===== config.mk =====
export PLATFORM = sky130hd
export DESIGN_NAME = gpac_ports
export DESIGN_NICKNAME = d
export VERILOG_FILES = /design/src/hw/gpac_pkg.sv /design/src/hw/gpac_ports.sv /design/src/hw/gpac_sync.sv
export VERILOG_INCLUDE_DIRS = /design/src /design/src/hw
export SDC_FILE = /design/constraint.sdc
export NUM_CORES = 1
export LEC_CHECK = 0
export ABC_AREA = 1
export BUFFER_PORTS_ARGS = -buffer_cell sky130_fd_sc_hd__buf_2
export CAP_MARGIN = 20
export CORE_ASPECT_RATIO = 0.5
export CORE_MARGIN = 1
export CORE_UTILIZATION = 50
export CTS_BUF_LIST = sky130_fd_sc_hd__clkbuf_4
export DETAILED_ROUTE_END_ITERATION = 10
export HOLD_SLACK_MARGIN = 0.02
export PLACE_DENSITY = 0.73
export SETUP_SLACK_MARGIN = 0.02
export SYNTH_ARGS = -nofsm -noshare
export SYNTH_HDL_FRONTEND = slang
export SYNTH_HIERARCHICAL = 1
export SYNTH_SLANG_ARGS = --single-unit

===== constraint.sdc =====
create_clock -name CLK -period 7.8 [get_ports CLK]
set_clock_uncertainty 0.15 [all_clocks]
set_input_delay 2.34 -clock CLK [delete_from_list [all_inputs] [get_ports CLK]]
set_output_delay 2.34 -clock CLK [all_outputs]
set_load 0.03 [all_outputs]

===== src/hw/gpac_cfg.svh =====
`ifndef GPAC_CFG_SVH
`define GPAC_CFG_SVH

// file addresses of the port registers
`define GPAC_ADDR_A_PINS 8'h05
`define GPAC_ADDR_A_DIR 8'h85
`define GPAC_ADDR_C_PINS 8'h07
`define GPAC_ADDR_C_DIR 8'h87

// port widths
`define GPAC_A_W 5
`define GPAC_C_W 8

// position of the open-drain bit that also feeds the timer clock
`define GPAC_A_OD_BIT 4

// reset values of the direction registers (all inputs)
`define GPAC_A_DIR_RST 5'h1F
`define GPAC_C_DIR_RST 8'hFF

// value taken by the data latches at power-on (contents undefined)
`define GPAC_A_LATCH_POR 5'h00
`define GPAC_C_LATCH_POR 8'h00

`endif


===== src/hw/gpac_pkg.sv =====
package gpac_pkg;
    // which register an access selects
    typedef enum logic [2:0] {
        GPAC_SEL_NONE,
        GPAC_SEL_A_PINS,
        GPAC_SEL_A_DIR,
        GPAC_SEL_C_PINS,
        GPAC_SEL_C_DIR
    } gpac_sel_t;
endpackage


===== src/hw/gpac_ports.sv =====
// Strobed register access was left to the implementer.
`include "gpac_cfg.svh"

module gpac_ports #(
    parameter bit HAS_PORT_C = 1'b1 // the variant with the third port
) (
    input wire logic CLK,
    input wire logic RSTN,
    input wire logic POR_N,
    input wire logic [7:0] ADDR,
    input wire logic [7:0] WDATA,
    input wire logic WR,
    input wire logic RD,
    output logic [7:0] RDATA,
    input wire logic [`GPAC_A_W-1:0] FIRST_PORT_PINS_IN,
    output logic [`GPAC_A_W-1:0] FIRST_PORT_PINS_OUT,
    output logic [`GPAC_A_W-1:0] FIRST_PORT_PINS_OE,
    input wire logic [`GPAC_C_W-1:0] THIRD_PORT_PIN_BITS_IN,
    output logic [`GPAC_C_W-1:0] THIRD_PORT_PIN_BITS_OUT,
    output logic [`GPAC_C_W-1:0] THIRD_PORT_PIN_BITS_OE,
    output logic TIMER_EXTERNAL_CLOCK_IN
);
    // index of the open-drain bit that doubles as the timer clock pin
    localparam int OD = `GPAC_A_OD_BIT;

    // any reset: external reset or power-on reset
    logic rst_all_n;
    assign rst_all_n = RSTN & POR_N;

    // conditioned pin levels
    logic [`GPAC_A_W-1:0] a_pins;
    logic [`GPAC_C_W-1:0] c_pins;

    // port registers
    logic [`GPAC_A_W-1:0] first_port_direction; // 1 = input
    logic [`GPAC_A_W-1:0] a_latch; // port A output latch
    logic [`GPAC_C_W-1:0] third_port_direction; // 1 = input
    logic [`GPAC_C_W-1:0] c_latch; // port C output latch

    // next values
    logic [`GPAC_A_W-1:0] next_a_dir;
    logic [`GPAC_A_W-1:0] next_a_latch;
    logic [`GPAC_C_W-1:0] next_c_dir;
    logic [`GPAC_C_W-1:0] next_c_latch;
    logic [7:0] next_rdata;
    logic [`GPAC_A_W-1:0] next_a_out;
    logic [`GPAC_A_W-1:0] next_a_oe;
    logic [`GPAC_C_W-1:0] next_c_out;
    logic [`GPAC_C_W-1:0] next_c_oe;
    logic next_tclk;
    gpac_pkg::gpac_sel_t sel; // decoded register

    // pin conditioners for both ports
    gpac_sync #(.W(`GPAC_A_W)) u_sync_a (
        .clk(CLK),
        .rstn(rst_all_n),
        .d(FIRST_PORT_PINS_IN),
        .q(a_pins)
    );
    // third port through the same conditioner
    gpac_sync #(.W(`GPAC_C_W)) u_sync_c (
        .clk(CLK),
        .rstn(rst_all_n),
        .d(THIRD_PORT_PIN_BITS_IN),
        .q(c_pins)
    );

    // address decode
    always_comb begin
        // only the four port registers decode, everything else selects none
        case (ADDR)
            `GPAC_ADDR_A_PINS: sel = gpac_pkg::GPAC_SEL_A_PINS;
            `GPAC_ADDR_A_DIR: sel = gpac_pkg::GPAC_SEL_A_DIR;
            // the third port decodes only on its variant
            `GPAC_ADDR_C_PINS: begin
                sel = HAS_PORT_C ? gpac_pkg::GPAC_SEL_C_PINS : gpac_pkg::GPAC_SEL_NONE;
            end
            `GPAC_ADDR_C_DIR: begin
                sel = HAS_PORT_C ? gpac_pkg::GPAC_SEL_C_DIR : gpac_pkg::GPAC_SEL_NONE;
            end
            default: sel = gpac_pkg::GPAC_SEL_NONE;
        endcase
    end

    // register writes, read data and pin drive
    always_comb begin
        // default: hold every register, read bus at zero
        next_a_dir = first_port_direction;
        next_a_latch = a_latch;
        next_c_dir = third_port_direction;
        next_c_latch = c_latch;
        next_rdata = 8'h00;
        // writes: the whole latch takes the modified byte
        if (WR) begin
            case (sel)
                gpac_pkg::GPAC_SEL_A_PINS: next_a_latch = WDATA[`GPAC_A_W-1:0];
                gpac_pkg::GPAC_SEL_A_DIR: next_a_dir = WDATA[`GPAC_A_W-1:0];
                gpac_pkg::GPAC_SEL_C_PINS: next_c_latch = WDATA;
                gpac_pkg::GPAC_SEL_C_DIR: next_c_dir = WDATA;
                default: begin
                    // unmapped writes are dropped
                end
            endcase
        end
        // reads return pin levels or direction, port A upper bits zero
        if (RD) begin
            case (sel)
                gpac_pkg::GPAC_SEL_A_PINS: next_rdata = {3'h0, a_pins};
                gpac_pkg::GPAC_SEL_A_DIR: next_rdata = {3'h0, first_port_direction};
                gpac_pkg::GPAC_SEL_C_PINS: next_rdata = c_pins;
                gpac_pkg::GPAC_SEL_C_DIR: next_rdata = third_port_direction;
                default: next_rdata = 8'h00;
            endcase
        end
        // push-pull bits drive the latch when direction is zero
        next_a_out = next_a_latch;
        next_a_oe = ~next_a_dir;
        // open-drain bit: only ever pulls low
        next_a_out[OD] = 1'b0;
        next_a_oe[OD] = ~next_a_dir[OD] & ~next_a_latch[OD];
        // the third port drives only on its variant
        next_c_out = HAS_PORT_C ? next_c_latch : 8'h00;
        next_c_oe = HAS_PORT_C ? ~next_c_dir : 8'h00;
        // timer samples the same conditioned pin level
        next_tclk = a_pins[OD];
    end

    // direction registers and pin drive: any reset makes all inputs
    always_ff @(posedge CLK or negedge rst_all_n) begin
        if (!rst_all_n) begin
            // outputs released and read bus quiet while reset is held
            first_port_direction <= `GPAC_A_DIR_RST;
            third_port_direction <= `GPAC_C_DIR_RST;
            RDATA <= 8'h00;
            FIRST_PORT_PINS_OUT <= '0;
            FIRST_PORT_PINS_OE <= '0;
            THIRD_PORT_PIN_BITS_OUT <= '0;
            THIRD_PORT_PIN_BITS_OE <= '0;
            TIMER_EXTERNAL_CLOCK_IN <= 1'b0;
        end else begin
            // every output follows its next value
            first_port_direction <= next_a_dir;
            third_port_direction <= next_c_dir;
            RDATA <= next_rdata;
            FIRST_PORT_PINS_OUT <= next_a_out;
            FIRST_PORT_PINS_OE <= next_a_oe;
            THIRD_PORT_PIN_BITS_OUT <= next_c_out;
            THIRD_PORT_PIN_BITS_OE <= next_c_oe;
            TIMER_EXTERNAL_CLOCK_IN <= next_tclk;
        end
    end

    // data latches: cleared by power-on only, kept across other resets
    always_ff @(posedge CLK or negedge POR_N) begin
        if (!POR_N) begin
            // power-on gives a known value in place of an undefined one
            a_latch <= `GPAC_A_LATCH_POR;
            c_latch <= `GPAC_C_LATCH_POR;
        end else begin
            // other resets leave both latches alone
            a_latch <= next_a_latch;
            c_latch <= next_c_latch;
        end
    end
endmodule


===== src/hw/gpac_sync.sv =====
// pin input conditioner: four flip-flops per bit, the output
// follows only once the second and third stages agree
module gpac_sync #(
    parameter int W = 8
) (
    input wire logic clk,
    input wire logic rstn,
    input wire logic [W-1:0] d,
    output logic [W-1:0] q
);
    genvar i;
    generate
        for (i = 0; i < W; i++) begin : g_bit
            logic s1; // metastability catcher, read by s2 only
            logic s2; // second stage
            logic s3; // third stage
            logic next_q; // filtered level
            // filtered level moves only when stages two and three agree
            always_comb begin
                next_q = q[i];
                if (s2 == s3) begin
                    next_q = s3;
                end
            end
            // register the chain
            always_ff @(posedge clk or negedge rstn) begin
                if (!rstn) begin
                    s1 <= 1'b0;
                    s2 <= 1'b0;
                    s3 <= 1'b0;
                    q[i] <= 1'b0;
                end else begin
                    s1 <= d[i];
                    s2 <= s1;
                    s3 <= s2;
                    q[i] <= next_q;
                end
            end
        end
    endgenerate
endmodule


* Word level (Yosys, flattened, before mapping)
Index checks and enable logic that the tools add are counted.
Cells by class: add/subtract/negate cells 0, multipliers 0, div/mod/pow operators 0, magnitude comparators 0, equal/unequal tests 21, shift operators 0, multiplexer cells 11, bitwise operators 6, reductions and logical operators 0
Operator list (count):
- 8-bit two-way mux | 5
- 8-bit case mux with 4 select lines | 1
- 5-bit two-way mux | 4
- 8-bit by 3-bit equality test with 1-bit output, second input constant | 2
- 8-bit equality test, second input constant | 2
- 1-bit equality test | 13
- 3-bit case mux with 4 select lines | 1
- 8-bit NOT | 1
- 3-bit by 2-bit equality test with 1-bit output, second input constant | 2
- 4-bit NOT | 1
- 3-bit by 1-bit equality test with 1-bit output, second input constant | 1
- 3-bit equality test, second input constant | 1
- 1-bit AND | 2
- 1-bit NOT | 2
Word-level totals: register bits after elaboration 112, latch bits 0, RAM bits 0, memory bits (read-only) 0, output and inout port bits 35, word-level logic and storage cells 100, memories kept 0

* Longest topological paths before layout
word-level depth 7, depth in mapped cells 10, mapped depth without buffers 9

* Modules after synthesis
The synthesis kept the hierarchy.
By module, submodules not included:
- gpac_ports | instances 1, cells an instance 243, area an instance 2373.5 um2, sequential area each 1517.7 um2
- gpac_sync at u_sync_c | instances 1, cells an instance 64, area an instance 930.9 um2, sequential area each 800.8 um2
- gpac_sync at u_sync_a | instances 1, cells an instance 40, area an instance 581.8 um2, sequential area each 500.5 um2

* Worst setup path after synthesis
OpenSTA, ideal clock, no wires.
path kind input -> register, start input ADDR[3], end register THIRD_PORT_PIN_BITS_OUT[6], library setup time 0.127 ns, data arrival time 3.098 ns, required time 7.523 ns, setup slack 4.425 ns, cell stages on the path 7, cell sequence inv_1 -> nand2_2 -> nor3_2 -> nand2_2 -> buf_6 -> nand2_1 -> o21ai_1
Between the ends: word-level cells in the longest chain between the ends 5
RTL lines:
- start: declaration | line gpac_ports.sv:10 | input wire logic [7:0] ADDR,
- 8-bit equality test or 8-bit by 3-bit equality test with 1-bit output (tied branches) | line gpac_ports.sv:71 | case (ADDR)
- 3-bit case mux with 4 select lines (*) | line gpac_ports.sv:71
- 3-bit by 2-bit equality test with 1-bit output (*) | line gpac_ports.sv:95 | case (sel)
- 8-bit two-way mux (*) | line gpac_ports.sv:95
- 8-bit two-way mux (*) | line gpac_ports.sv:94 | if (WR) begin
- net next_c_latch[6] | line gpac_ports.sv:44 | logic [`GPAC_C_W-1:0] next_c_latch;
- end signal: assignment | line gpac_ports.sv:147 | THIRD_PORT_PIN_BITS_OUT <= next_c_out;
- end: declaration | line gpac_ports.sv:19 | output logic [`GPAC_C_W-1:0] THIRD_PORT_PIN_BITS_OUT,
Mark *: on every way through the listed nets, which the timed path passes. The rest lies on a longest branch. A chain may end at the register's enable or synchronous reset.

* Worst setup path after layout
start register FIRST_PORT_PINS_OE[0], end output FIRST_PORT_PINS_OE[0]
RTL lines:
- start: declaration | line gpac_ports.sv:17 | output logic [`GPAC_A_W-1:0] FIRST_PORT_PINS_OE,
- start signal: assignment | line gpac_ports.sv:146 | FIRST_PORT_PINS_OE <= next_a_oe;
No word-level cell between the ends.

==> insert_results.sql <==
INSERT INTO impl_metrics (metric_group, metric, value, unit) VALUES
('run_status', 'run_status', 'finished, final reports clean', ''),
('clock_network', 'tritoncts', 'done', ''),
('clock_network', 'post_cts.resized_instances', '0', ''),
('logic_synthesis', 'synth-edff-count', '0', ''),
('logic_synthesis', 'synth_cell_types', '23', ''),
('clock_network', 'tritoncts.num_buffers', '9', ''),
('routing', 'drc', '0', ''),
('logic_synthesis', 'yosysTopAreaCell', 'dfrtp_1', ''),
('logic_synthesis', 'synthesis.area', '3886', 'um2'),
('worst_setup_path', 'ff2ff_path_depth', '4', ''),
('logic_synthesis', 'yosys.cell_count.top_type', 'dfrtp_1', ''),
('routing', 'firstDrtPassIters', '4', ''),
('finish', 'flow.area_growth_from_synthesis', '14.55', '%'),
('finish', 'layout.cell_area.non_filler', '4452', 'um2'),
('pwr', 'pwr_density_cell', '219.2', 'nW/um2'),
('worst_setup_path', 'worst_path_largest_cell_delay', '0.43', 'ns'),
('placement', 'input_output_buffers', '67', ''),
('pwr', 'p_clk_frac', '0.279', ''),
('clock_network', 'clock_tree.buffer_depth', '2', ''),
('logic_synthesis', 'ys_async_sr_fraction', '1.000', ''),
('logic_synthesis', 'synth-main-ff-cell', 'dfrtp_1', ''),
('worst_setup_path', 'crit_type', 'flop to primary output', ''),
('worst_setup_path', 'critical_path.startpoint_type', 'flop', ''),
('worst_setup_path', 'ordered_list_of_cells_on_the_worst_path', 'buf_2', ''),
('finish', 'antenna_cells_inserted', '0', ''),
('logic_synthesis', 'synth_top_area_frac', '0.6375', ''),
('placement', 'dpl-instance-area', '4288', 'um2'),
('floorplan', 'core.rowCount', '22', ''),
('worst_setup_path', 'arrival', '1.07', 'ns'),
('placement', 'gpl.final_weighted_congestion', '0.7261', ''),
('logic_synthesis', 'ys.warnings.count', '6', ''),
('clock_network', 'cts_hold_buffers', '0', ''),
('floorplan', 'chipHeight', '64.34', 'um'),
('global_routing', 'grt_pass1_wl', '10520', 'um'),
('routing', 'routed_wl', '6329', 'um'),
('sta', 'rsz_0062_raised_after_global_routing', 'no', ''),
('placement', 'post-place-ws', '3.707', 'ns'),
('global_routing', 'grt_pass1_vias', '2168', ''),
('floorplan', 'initial_util', '0.5229', ''),
('global_routing', 'antenna_violations_before_repair', '0', ''),
('pwr', 'post-layout-total-power', '0.0009760', 'W'),
('global_routing', 'maximum_number_of_pins_on_one_net_before_global_route_repair', '85', ''),
('worst_setup_path', 'timing.critical_path.fanout_max', '1', ''),
('logic_synthesis', 'synth_cells', '347', ''),
('clock_network', 'clock_sinks', '112', ''),
('pwr', 'p_leak', '2.312', 'nW'),
('sta', 'timing_hold_violations_final', '0', ''),
('sta', 'clock.fmax', '0.2811', 'GHz'),
('finish', 'fin_nets', '453', ''),
('pwr', 'netSwitchingFraction', '0.2379', ''),
('routing', 'final_antenna_net_count', '0', ''),
('worst_setup_path', 'setup.worst_path.start', 'FIRST_PORT_PINS_OE[0]', ''),
('hold_path', 'hold_path_startpoint', 'u_sync_c/g_bit[5].s1', ''),
('worst_setup_path', 'crit_path_end_kind', 'primary output', ''),
('pwr', 'power_switching', '0.0002322', 'W'),
('logic_synthesis', 'synth_sequential_area_ratio', '0.7254', ''),
('worst_setup_path', 'timing.critical_path.depth', '1', ''),
('sta', 'final_max_slew_viol_count', '0', ''),
('logic_synthesis', 'syn_avg_cell_area', '11.20', 'um2'),
('sta', 'min_period_over_period', '0.4561', ''),
('logic_synthesis', 'synth_commonest_cells', '99 x dfrtp_1, 62 x nand2_1, 42 x inv_1, 42 x nor2_1, 22 x nand3_1', ''),
('placement', 'place_hpwl', '4357', 'um'),
('worst_setup_path', 'setup.reg_to_reg.worst_slack', '6.65', 'ns'),
('pwr', 'worst_ir_drop_vdd', '101.7', 'uV'),
('worst_setup_path', 'timing.rr.start', 'third_port_direction[5]', ''),
('worst_setup_path', 'crit_required', '5.31', 'ns'),
('global_routing', 'overall_global_routing_usage', '0.1751', ''),
('clock_network', 'root_buffer', 'clkbuf_4', ''),
('hold_path', 'hold_class', 'flop to flop', ''),
('pwr', 'power.sequential.fraction', '0.645', ''),
('clock_network', 'ctsHtreeMaxLevel', '3', '');
[logic make-up (layout without fill, tap and decap cells)]
family / count (synthesis) / after routing / share of synthesized area
AO/OA/AOI/OAI: 41 / 41 / 0.05280
buffers and inverters: 52 / 129 / 0.05923
flip-flops: 112 / 112 / 0.7254
other: 1 / 1 / 0.0009649
AND/OR/NAND/NOR: 141 / 141 / 0.1616
[flip-flops by register name, indices dropped and copies added, names as in the netlist, 8 cells and up]
name,flops
u_sync_c/g_bit.s1,8
RDATA,8
third_port_direction,8
u_sync_c/g_bit.s2,8
THIRD_PORT_PIN_BITS_OUT,8
c_latch,8
u_sync_c/q,8
THIRD_PORT_PIN_BITS_OE,8
u_sync_c/g_bit.s3,8
[worst register-to-register path, cell delays in order (launching register included)]
cell	delay (ns)
dfstp_2	0.55
inv_1	0.07
o21ai_0	0.17
inv_1	0.05
nor2_1	0.11
[stage by stage]
stage,utilization,cells
floorplan,-,347
global placement,0.5769,503
detailed placement,0.5769,503
CTS,0.5953,519
global route,0.5990,520
finish,0.5990,520
[layout make-up]
type,count,area [um2],share of cell area
Multi-Input combinational cell,183,837.1,0.1880
Tap cell,96,120.1,0.02698
Sequential cell,112,2819,0.6332
Clock buffer,12,90.09,0.02024
Inverter,44,168.9,0.03794
Clock inverter,4,46.29,0.01040
Timing Repair Buffer,69,370.4,0.08319
[worst max path at each step]
stage,endpoint,slack [ns]
2_1_floorplan,FIRST_PORT_PINS_OE[0],2.70
3_3_place_gp,TIMER_EXTERNAL_CLOCK_IN,3.71
3_5_place_dp,u_sync_a/g_bit[4].s1,3.71
4_1_cts,u_sync_c/g_bit[2].s1,4.22
5_1_grt,FIRST_PORT_PINS_OE[0],4.18
6_report,FIRST_PORT_PINS_OE[0],4.24
[metal layers]
layer | GRT usage | vias up | wire length [um] | share of wire
li1 | - | 1221 | - | -
met1 | 0.2453 | 1147 | 3157 | 0.50
met2 | 0.2569 | 46 | 2820 | 0.45
met3 | 0.05611 | 8 | 281 | 0.044
met4 | 0.06696 | 0 | 69 | 0.011
met5 | 0 | - | 0 | 0
[power by group through the flow]
stage	clock [W]	sequential, W	combinational [W]
3_3_place_gp	0	0.000640	0.0000720
6_report	0.000273	0.000629	0.0000741
5_1_grt	0.000305	0.000633	0.0000835
4_1_cts	0.000280	0.000630	0.0000736
2_1_floorplan	0	0.000650	0.0000331
3_5_place_dp	0	0.000640	0.0000734
[layout by cell type (no fill, tap or decap), drive strengths merged]
cell,netlist,final
clkinvlp,0,1
nor3,1,1
nand4,2,2
dfstp,13,13
a21oi,15,15
nor2,45,45
clkbuf,0,12
bufinv,0,1
dfrtp,99,99
conb,1,1
o21ai,26,26
clkinv,1,3
buf,8,69
nand3,24,24
nand2,69,69
inv,43,43
No activity file was read; power rests on OpenSTA's default activity.
